--- config.mk ---
export PLATFORM = sky130hd
export DESIGN_NAME = fitp_top
export DESIGN_NICKNAME = d
export VERILOG_FILES = /design/src/shared/fitp_pkg.sv /design/src/logic/fitp_sync.sv /design/src/logic/fitp_top.sv
export VERILOG_INCLUDE_DIRS = /design/src /design/src/shared
export SDC_FILE = /design/constraint.sdc
export NUM_CORES = 1
export LEC_CHECK = 0
export ABC_AREA = 0
export BUFFER_PORTS_ARGS = -buffer_cell sky130_fd_sc_hd__buf_2
export CORE_MARGIN = 5
export CORE_UTILIZATION = 30
export CTS_BUF_LIST = sky130_fd_sc_hd__clkbuf_4 sky130_fd_sc_hd__clkbuf_8 sky130_fd_sc_hd__clkbuf_16
export CTS_CLUSTER_DIAMETER = 40
export CTS_CLUSTER_SIZE = 25
export DETAILED_ROUTE_END_ITERATION = 12
export GPL_TIMING_DRIVEN = 0
export PLACE_DENSITY = 0.44
export SLEW_MARGIN = 20
export SYNTH_ARGS = -nofsm -noshare
export SYNTH_HDL_FRONTEND = slang
export SYNTH_SLANG_ARGS = --single-unit
export TNS_END_PERCENT = 10
--- constraint.sdc ---
create_clock -name I_CLK -period 3.1 [get_ports I_CLK]
set_input_delay 0.155 -clock I_CLK [delete_from_list [all_inputs] [get_ports I_CLK]]
set_output_delay 0.155 -clock I_CLK [all_outputs]
set_load 0.01 [all_outputs]
--- src/shared/fitp_regs.svh ---
/*
  register offsets, field positions, reset values and timing counts for the
  flag, interrupt-request and timer-expired pin block.
  assumes inclusion by bare name from the package and the design files.
*/
`ifndef FITP_REGS_SVH
`define FITP_REGS_SVH

`define FITP_ADDR_W          4
`define FITP_OFF_FLAG_DIR    4'h0
`define FITP_OFF_FLAG_OUT    4'h1
`define FITP_OFF_FLAG_IN     4'h2
`define FITP_OFF_IRQ_EN      4'h3
`define FITP_OFF_IRQ_EDGE    4'h4
`define FITP_OFF_IRQ_STAT    4'h5
`define FITP_OFF_IRQ_MASK    4'h6
`define FITP_OFF_TMR_CTRL    4'h7
`define FITP_OFF_TMR_LOAD    4'h8
`define FITP_OFF_STRAP       4'h9
`define FITP_OFF_EVT_STAT    4'ha
`define FITP_OFF_EVT_MASK    4'hb

`define FITP_FLAG_DIR_RST    4'h0
`define FITP_FLAG_OUT_RST    4'h0
`define FITP_IRQ_EN_RST      4'h0
`define FITP_IRQ_EN_BOOT     4'hf
`define FITP_IRQ_EDGE_RST    4'h0
`define FITP_MASK_RST        4'h0
`define FITP_TMR_LOAD_RST    32'h0000_ffff

`define FITP_TMR_RUN_BIT     0
`define FITP_EVT_TMR_BIT     0
`define FITP_EVT_IRQ_BIT     1

`define FITP_TMR_PULSE_CYC   3'h4

`endif

--- src/shared/fitp_pkg.sv ---
/*
  types shared by the flag, interrupt-request and timer-expired pin block.
  assumes the constants header sits beside it on the include path.
*/
`include "fitp_regs.svh"

package fitp_pkg;

  typedef struct packed {
    logic                     wr;
    logic                     rd;
    logic [`FITP_ADDR_W-1:0]  addr;
    logic [31:0]              wdata;
  } fitp_bus_req_type;

  typedef struct packed {
    logic [3:0] dir;
    logic [3:0] out;
  } fitp_flag_cfg_type;

  typedef enum logic [2:0] {
    FITP_T_STRAP = 3'b001,
    FITP_T_IDLE  = 3'b010,
    FITP_T_PULSE = 3'b100
  } fitp_tmr_state_type;

endpackage

--- src/logic/fitp_sync.sv ---
/*
  three-stage synchroniser with agreement filter for asynchronous pin inputs.
  assumes a single clock domain and an active-low asynchronous reset.
*/
`timescale 1ns/1ps

module fitp_sync #(
  parameter int WIDTH = 4,
  parameter logic [WIDTH-1:0] RST_VAL = '0
) (
  // clock and reset
  input  wire logic             i_clk,
  input  wire logic             i_rst_n,
  // pins
  input  wire logic [WIDTH-1:0] i_async,
  output logic      [WIDTH-1:0] o_sync
);

  logic [WIDTH-1:0] s1_reg;
  logic [WIDTH-1:0] s2_reg;
  logic [WIDTH-1:0] s3_reg;
  logic [WIDTH-1:0] out_reg;
  logic [WIDTH-1:0] out_next;

  initial begin
    if (WIDTH < 1) $error("fitp_sync: WIDTH must be at least one");
  end

  // only stages two and three are compared; stage one feeds stage two alone
  genvar g;
  generate
    for (g = 0; g < WIDTH; g++) begin : g_bit
      always_comb begin
        out_next[g] = (s2_reg[g] == s3_reg[g]) ? s3_reg[g] : out_reg[g];
      end
    end
  endgenerate

  always_ff @(posedge i_clk or negedge i_rst_n) begin
    if (!i_rst_n) begin
      s1_reg  <= RST_VAL;
      s2_reg  <= RST_VAL;
      s3_reg  <= RST_VAL;
      out_reg <= RST_VAL;
    end else begin
      s1_reg  <= i_async;
      s2_reg  <= s1_reg;
      s3_reg  <= s2_reg;
      out_reg <= out_next;
    end
  end

  assign o_sync = out_reg;

endmodule

--- src/logic/fitp_top.sv ---
/*
  flag pins, external interrupt request inputs and timer-expired pin logic,
  with a small register port and two level interrupt outputs.
  assumes an asynchronous active-low reset, a 100 MHz clock and a board that
  works out pin levels from the output enables.
*/
// Added by the designer: the strobed register port and the register offsets.
// Notes on behaviour
// - each flag pin is input or output on its own; inputs readable as conditions
// - after reset all four flag pins are inputs with drivers off
// - an asserted, enabled and unmasked interrupt request raises the core interrupt
// - each request input selects edge or level detection by itself
// - requests are disabled after reset unless the boot strap enables them
// - each timer expiry drives the expired output for four clocks; an expiry inside the pulse restarts the four
// - during reset the expired pin is an input strap, sampled not driven
`timescale 1ns/1ps

`include "fitp_regs.svh"

module fitp_top
  import fitp_pkg::*;
#(
  parameter int NFLAG = 4,
  parameter int NIRQ  = 4
) (
  // clock and reset
  input  wire logic        I_CLK,
  input  wire logic        I_RST_N,
  // register port
  input  wire logic [3:0]  I_ADDR,
  input  wire logic [31:0] I_WDATA,
  input  wire logic        I_WR,
  input  wire logic        I_RD,
  output logic      [31:0] O_RDATA,
  // flag pins
  input  wire logic [3:0]  I_FLAG,
  output logic      [3:0]  O_FLAG,
  output logic      [3:0]  O_FLAG_OE,
  // interrupt request inputs, active low
  input  wire logic [3:0]  I_IRQ_N,
  output logic             O_CORE_IRQ,
  // timer-expired pin
  input  wire logic        I_TMR_EXP,
  output logic             O_TMR_EXP,
  output logic             O_TMR_EXP_OE,
  output logic             O_STRAP_IRQ_BOOT,
  // event interrupt
  output logic             O_IRQ
);

  initial begin
    if (NFLAG != 4 || NIRQ != 4) $error("fitp_top: four flags and four requests only");
  end

  fitp_bus_req_type  req;
  fitp_flag_cfg_type flag_reg, flag_next;
  logic [3:0]  flag_in;
  logic [3:0]  irq_act;
  logic [3:0]  irq_prev_reg, irq_prev_next;
  logic [3:0]  irq_en_reg, irq_en_next;
  logic [3:0]  irq_edge_reg, irq_edge_next;
  logic [3:0]  irq_stat_reg, irq_stat_next;
  logic [3:0]  irq_mask_reg, irq_mask_next;
  logic [1:0]  evt_stat_reg, evt_stat_next;
  logic [1:0]  evt_mask_reg, evt_mask_next;
  logic        tmr_run_reg, tmr_run_next;
  logic [31:0] tmr_load_reg, tmr_load_next;
  logic [31:0] tmr_cnt_reg, tmr_cnt_next;
  logic [2:0]  pulse_cnt_reg, pulse_cnt_next;
  fitp_tmr_state_type st_reg, st_next;
  logic        strap_reg, strap_next;
  logic        strap_done_reg, strap_done_next;
  logic [3:0]  irq_pend;
  logic [3:0]  irq_set;
  logic [1:0]  evt_set;
  logic        tmr_expire;
  logic [31:0] rdata_next;
  logic [31:0] rdata_reg;
  logic        core_irq_reg, irq_reg;
  logic [3:0]  flag_o_reg, flag_oe_reg;
  logic        tmr_o_reg, tmr_oe_reg;

  assign req = '{wr: I_WR, rd: I_RD, addr: I_ADDR, wdata: I_WDATA};

  fitp_sync #(.WIDTH(4), .RST_VAL(4'h0)) u_flag_sync (
    .i_clk   (I_CLK),
    .i_rst_n (I_RST_N),
    .i_async (I_FLAG),
    .o_sync  (flag_in)
  );

  logic [3:0] irq_lvl_n;
  fitp_sync #(.WIDTH(4), .RST_VAL(4'hf)) u_irq_sync (
    .i_clk   (I_CLK),
    .i_rst_n (I_RST_N),
    .i_async (I_IRQ_N),
    .o_sync  (irq_lvl_n)
  );
  assign irq_act = ~irq_lvl_n;

  // strap: pin is only a strap until the first clock after release
  logic strap_sync;
  // strap sampling while reset is held
  // kept out of reset: a reset chain would only ever hand over its reset value
  fitp_sync #(.WIDTH(1), .RST_VAL(1'b0)) u_strap_sync (
    .i_clk   (I_CLK),
    .i_rst_n (1'b1),
    .i_async (I_TMR_EXP),
    .o_sync  (strap_sync)
  );

  // interrupt detection and register state
  always_comb begin
    flag_next     = flag_reg;
    irq_en_next   = irq_en_reg;
    irq_edge_next = irq_edge_reg;
    irq_mask_next = irq_mask_reg;
    evt_mask_next = evt_mask_reg;
    tmr_run_next  = tmr_run_reg;
    tmr_load_next = tmr_load_reg;
    strap_next      = strap_reg;
    strap_done_next = strap_done_reg;
    irq_prev_next = irq_act;
    for (int i = 0; i < 4; i++) begin
      irq_set[i] = irq_en_reg[i] & (irq_edge_reg[i] ? (irq_act[i] & ~irq_prev_reg[i]) : irq_act[i]);
    end
    evt_set = {|irq_set, tmr_expire};
    // set wins over a write-one clear
    irq_stat_next = irq_stat_reg;
    evt_stat_next = evt_stat_reg;
    if (req.wr && req.addr == `FITP_OFF_IRQ_STAT) begin
      irq_stat_next = irq_stat_reg & ~req.wdata[3:0];
    end
    if (req.wr && req.addr == `FITP_OFF_EVT_STAT) begin
      evt_stat_next = evt_stat_reg & ~req.wdata[1:0];
    end
    // level inputs stay pending while asserted
    irq_stat_next = irq_stat_next | irq_set;
    evt_stat_next = evt_stat_next | evt_set;
    // boot strap enables requests, taken once after release
    if (!strap_done_reg) begin
      strap_done_next = 1'b1;
      strap_next      = strap_sync;
      irq_en_next     = strap_sync ? `FITP_IRQ_EN_BOOT : `FITP_IRQ_EN_RST;
    end
    if (req.wr) begin
      case (req.addr)
        `FITP_OFF_FLAG_DIR: flag_next.dir = req.wdata[3:0];
        `FITP_OFF_FLAG_OUT: flag_next.out = req.wdata[3:0];
        `FITP_OFF_IRQ_EN:   irq_en_next   = req.wdata[3:0];
        `FITP_OFF_IRQ_EDGE: irq_edge_next = req.wdata[3:0];
        `FITP_OFF_IRQ_MASK: irq_mask_next = req.wdata[3:0];
        `FITP_OFF_EVT_MASK: evt_mask_next = req.wdata[1:0];
        `FITP_OFF_TMR_CTRL: tmr_run_next  = req.wdata[`FITP_TMR_RUN_BIT];
        `FITP_OFF_TMR_LOAD: tmr_load_next = req.wdata;
        default: ;
      endcase
    end
    irq_pend = irq_stat_reg & ~irq_mask_reg;
  end

  // read mux
  always_comb begin
    rdata_next = 32'h0000_0000;
    if (req.rd) begin
      case (req.addr)
        `FITP_OFF_FLAG_DIR: rdata_next = {28'h0, flag_reg.dir};
        `FITP_OFF_FLAG_OUT: rdata_next = {28'h0, flag_reg.out};
        `FITP_OFF_FLAG_IN:  rdata_next = {28'h0, flag_in};
        `FITP_OFF_IRQ_EN:   rdata_next = {28'h0, irq_en_reg};
        `FITP_OFF_IRQ_EDGE: rdata_next = {28'h0, irq_edge_reg};
        `FITP_OFF_IRQ_STAT: rdata_next = {28'h0, irq_stat_reg};
        `FITP_OFF_IRQ_MASK: rdata_next = {28'h0, irq_mask_reg};
        `FITP_OFF_TMR_CTRL: rdata_next = {31'h0, tmr_run_reg};
        `FITP_OFF_TMR_LOAD: rdata_next = tmr_load_reg;
        `FITP_OFF_STRAP:    rdata_next = {31'h0, strap_reg};
        `FITP_OFF_EVT_STAT: rdata_next = {30'h0, evt_stat_reg};
        `FITP_OFF_EVT_MASK: rdata_next = {30'h0, evt_mask_reg};
        default:            rdata_next = 32'h0000_0000;
      endcase
    end
  end

  // timer zero and the expired pin
  always_comb begin
    st_next        = st_reg;
    tmr_cnt_next   = tmr_cnt_reg;
    pulse_cnt_next = pulse_cnt_reg;
    tmr_expire     = 1'b0;
    if (tmr_run_reg) begin
      if (tmr_cnt_reg == 32'h0000_0000) begin
        tmr_expire   = 1'b1;
        tmr_cnt_next = tmr_load_reg;
      end else begin
        tmr_cnt_next = tmr_cnt_reg - 32'h0000_0001;
      end
    end else begin
      tmr_cnt_next = tmr_load_reg;
    end
    case (st_reg)
      FITP_T_STRAP: st_next = FITP_T_IDLE;
      FITP_T_IDLE: begin
        if (tmr_expire) begin
          st_next        = FITP_T_PULSE;
          pulse_cnt_next = `FITP_TMR_PULSE_CYC;
        end
      end
      // four-cycle pulse; an expiry inside it restarts the pulse
      FITP_T_PULSE: begin
        if (tmr_expire) begin
          pulse_cnt_next = `FITP_TMR_PULSE_CYC;
        end else if (pulse_cnt_reg == 3'h1) begin
          st_next        = FITP_T_IDLE;
          pulse_cnt_next = 3'h0;
        end else begin
          pulse_cnt_next = pulse_cnt_reg - 3'h1;
        end
      end
      default: st_next = FITP_T_IDLE;
    endcase
  end

  always_ff @(posedge I_CLK or negedge I_RST_N) begin
    if (!I_RST_N) begin
      flag_reg       <= '{dir: `FITP_FLAG_DIR_RST, out: `FITP_FLAG_OUT_RST};
      irq_en_reg     <= `FITP_IRQ_EN_RST;
      irq_edge_reg   <= `FITP_IRQ_EDGE_RST;
      irq_stat_reg   <= 4'h0;
      irq_mask_reg   <= `FITP_MASK_RST;
      irq_prev_reg   <= 4'h0;
      evt_stat_reg   <= 2'h0;
      evt_mask_reg   <= 2'h0;
      tmr_run_reg    <= 1'b0;
      tmr_load_reg   <= `FITP_TMR_LOAD_RST;
      tmr_cnt_reg    <= `FITP_TMR_LOAD_RST;
      pulse_cnt_reg  <= 3'h0;
      st_reg         <= FITP_T_STRAP;
      strap_reg      <= 1'b0;
      strap_done_reg <= 1'b0;
      rdata_reg      <= 32'h0000_0000;
      core_irq_reg   <= 1'b0;
      irq_reg        <= 1'b0;
      flag_o_reg     <= 4'h0;
      flag_oe_reg    <= 4'h0;
      tmr_o_reg      <= 1'b0;
      tmr_oe_reg     <= 1'b0;
    end else begin
      flag_reg       <= flag_next;
      irq_en_reg     <= irq_en_next;
      irq_edge_reg   <= irq_edge_next;
      irq_stat_reg   <= irq_stat_next;
      irq_mask_reg   <= irq_mask_next;
      irq_prev_reg   <= irq_prev_next;
      evt_stat_reg   <= evt_stat_next;
      evt_mask_reg   <= evt_mask_next;
      tmr_run_reg    <= tmr_run_next;
      tmr_load_reg   <= tmr_load_next;
      tmr_cnt_reg    <= tmr_cnt_next;
      pulse_cnt_reg  <= pulse_cnt_next;
      st_reg         <= st_next;
      strap_reg      <= strap_next;
      strap_done_reg <= strap_done_next;
      rdata_reg      <= rdata_next;
      // pending unmasked request to the core
      core_irq_reg   <= |irq_pend;
      irq_reg        <= |(evt_stat_reg & ~evt_mask_reg);
      flag_o_reg     <= flag_reg.out & flag_reg.dir;
      flag_oe_reg    <= flag_reg.dir;
      tmr_o_reg      <= (st_next == FITP_T_PULSE);
      tmr_oe_reg     <= (st_next != FITP_T_STRAP);
    end
  end

  assign O_RDATA          = rdata_reg;
  assign O_CORE_IRQ       = core_irq_reg;
  assign O_IRQ            = irq_reg;
  assign O_FLAG           = flag_o_reg;
  assign O_FLAG_OE        = flag_oe_reg;
  assign O_TMR_EXP        = tmr_o_reg;
  assign O_TMR_EXP_OE     = tmr_oe_reg;
  assign O_STRAP_IRQ_BOOT = strap_reg;

  // pulse width counter for checking
  logic [3:0] hi_cnt;
  always_ff @(posedge I_CLK or negedge I_RST_N) begin
    if (!I_RST_N) hi_cnt <= 4'h0;
    else if (tmr_o_reg) hi_cnt <= hi_cnt + 4'h1;
    else hi_cnt <= 4'h0;
  end
endmodule

==> results.md <==
* Status: complete, no violations
* Clock-pin slew on the worst setup and hold paths at 0.07 ns
* Leak Pwr at 4.088 nW
* Synth unique cells at 59
* Fin crit period at 2.705 ns
* Die ar. at 28130 µm²
* Clock Latency Late Sink at 0.42 ns
* Clock tree root driver cell: clkbuf_16
* Final setup fails at 0
* Crit path DAT at 2.99 ns
* All-layer global routing usage at 12.65%
* Slew Viols, Final at 0
* Drt via density at 4.622
* Cts bufs inserted at 17
* F_max at 0.3697 GHz
* Routed Antenna Nets at 0
* Final Hold Slack at 0.06507 ns
* Max cap viols at 0
* Placed instance area at 8361 µm²
* Final hold violation count at 0
* Post-synthesis cell area at 7463 µm²
* Fillcell total at 2465
* Multi-input logic area at 2609 µm²
* Post-CTS Setup Bufs at 0
* Fraction of layout cells with a size suffix above 1 at 30.47%
* Post-synth EDFFs at 1
* Max VDD drop at 347.4 µV
* Hpwl dp at 11.95 mm
* Worst EP required at 3.38 ns
* N_diodes at 0
* Mean Syn Cell Area at 12.32 µm²
* Initial DRC count at 261
* Initial antenna violation count at 1
* Sequential-to-total area share from yosys stat at 62.72%
* Vias in the first global route at 5463
* # H-tree levels at 4
* Grt ovf at 0
* Wirelength per Cell at 15.84 µm
* Gpl congestion at 0.7852
* Die Y at 167.7 µm
* Port buffer count at 90
* Slew @ Worst Pin at 0.8288 ns
* Via count at 5047
* Startpoint Class: flop
* Most frequent cells after synthesis: 132 x dfrtp_1, 59 x nand2_1, 49 x dfstp_2, 49 x mux2_2, 33 x o21ai_0
* Core Util, Final at 38.19%
* TNS Setup at 0 ns
* First-pass GRT wire length at 28.72 mm
* Top_reg_cell synth: dfrtp_1
* Pin count of the biggest net entering global routing at 93
* Synth top area share at 44.26%
* First-pass detailed-route iteration total at 4
* Ys async rst share at 97.84%
* DR DRC count at 0
* DRT Wirelength at 17.30 mm
* Yosys reg bits at 185
* Worst Path Max Fanout at 10
* Chip width at 167.7 µm
* Post-synth top area cell: dfrtp_1
* Relative slew slack at 44.32%
* CORE AREA at 24390 µm²
* Initial core utilization at 30.60%
* Synth area leaders: dfrtp_1 44%, dfstp_2 17%, mux2_2 7.4%, nand2_1 3.0%, and2_1 2.7%
* I/O Pins at 94
* Syn Inst Count at 606
* Fin area at 9315 µm²
* Min-Delay Path Class: in -> reg
* TritonCTS clock tree: done
* Count leader, synth: dfrtp_1
* Row cnt at 57
* PD cells at 701.0 nW/µm²
* Nets at 807
* Period utilisation layout at 87.25%
* Area Overhead vs Synth at 24.81%
* Element type at the critical path end: flop
* Clock buffer depth at 2
* RSZ-0062 raised after global routing: no
* CTS sink count at 185
* Reg area at 4681 µm²
* Yosys warnings at 0
* Critical path class: reg -> reg
* Fin Clk Skew at 0.01320 ns
[timing repair]
| item | in CTS | in global routing |
|---|---|---|
| resized for setup | 0 | 0 |
| hold buffers | 38 | 0 |
| hold endpoints to repair | 97 | 0 |
[cells in the final DEF (no fill, tap or decap), drive strengths merged, types with 5 or more instances in the layout]
cell           n
dfrtp        132
maj3           8
a21oi         15
and2          32
and3           6
nand2         59
a21o           8
nand3b         5
mux2          49
buf          103
mux2i          5
clkbuf        34
o21ai         35
dlygate4sd3   38
xnor2         20
nor2          24
nor4          18
clkinv         5
or3            5
xor2          10
nand3          9
nor2b          5
a31oi          5
dfstp         49
nor3           7
inv           25
[area by class of cell]
class                   instances  share of cell area, %
flip-flops and latches        185                  50.25
well taps                     324                  4.352
inverters                      18                 0.7253
multi-input cells             377                  28.01
plain buffers                  27                  1.182
clock buffers                  19                  4.795
repair buffers                129                  9.322
clock inverters                13                  1.370
[power breakdown]
group	internal, mW	total (mW)	switching (mW)
clock network	1.10	2.13	1.03
logic	0.535	1.11	0.571
registers	2.94	3.30	0.357
total	4.57	6.53	1.96
[layer usage]
metal	global-route usage, %	vias up	part of all wire (%)
met1	16.59	2533	46
met5	0	-	0.064
met2	21.31	105	50
met3	2.994	9	4.1
li1	-	2398	-
met4	2.964	2	0.76
[logic make-up (layout without fill, tap and decap cells)]
logic type / after synthesis / after routing / synth area share (%)
compound gates: 85 / 85 / 7.226
other cells: 2 / 3 / 0.1006
buf+inv: 45 / 206 / 2.380
flops: 185 / 185 / 62.72
simple gates: 192 / 192 / 13.81
xor+xnor: 30 / 30 / 3.521
mux: 56 / 56 / 8.667
fa+ha+maj: 11 / 11 / 1.576
[through the flow]
stage                     setup slack [ns]  cells  power, mW
after floorplan                     0.8170    607      3.995
after global placement              -1.042   1021      4.395
after detailed placement            0.3577   1022      4.424
after CTS                           0.3226   1092      6.629
after global routing                0.1355   1092      6.933
final                               0.3951   1092      6.530
[path summary, 6_finish.rpt]
path                                     start                   end  slack (ns)  cells past startpoint
max in group asynchronous              I_RST_N  u_irq_sync.o_sync[0]        1.85                      3
hold / removal                            I_RD            O_RDATA[2]        0.07                      2
setup / recovery                tmr_cnt_reg[0]       tmr_cnt_reg[18]        0.40                      9
min in group asynchronous              I_RST_N           O_RDATA[18]        0.31                      2
hold reg to reg            u_strap_sync.s1_reg   u_strap_sync.s2_reg        0.33                      0
setup reg to reg                tmr_cnt_reg[0]       tmr_cnt_reg[18]        0.40                      9
[critical path, cell delays in order, from the launching register on]
cell and delay [ns]:
dfstp_2 0.38, inv_1 0.05, ha_1 0.21, or4b_1 0.44
clkbuf_1 0.22, or2_1 0.26, buf_2 0.18, o31ai_4 0.31
clkbuf_1 0.36, o21ai_0 0.16
No activity file was read; power rests on OpenSTA's default activity.
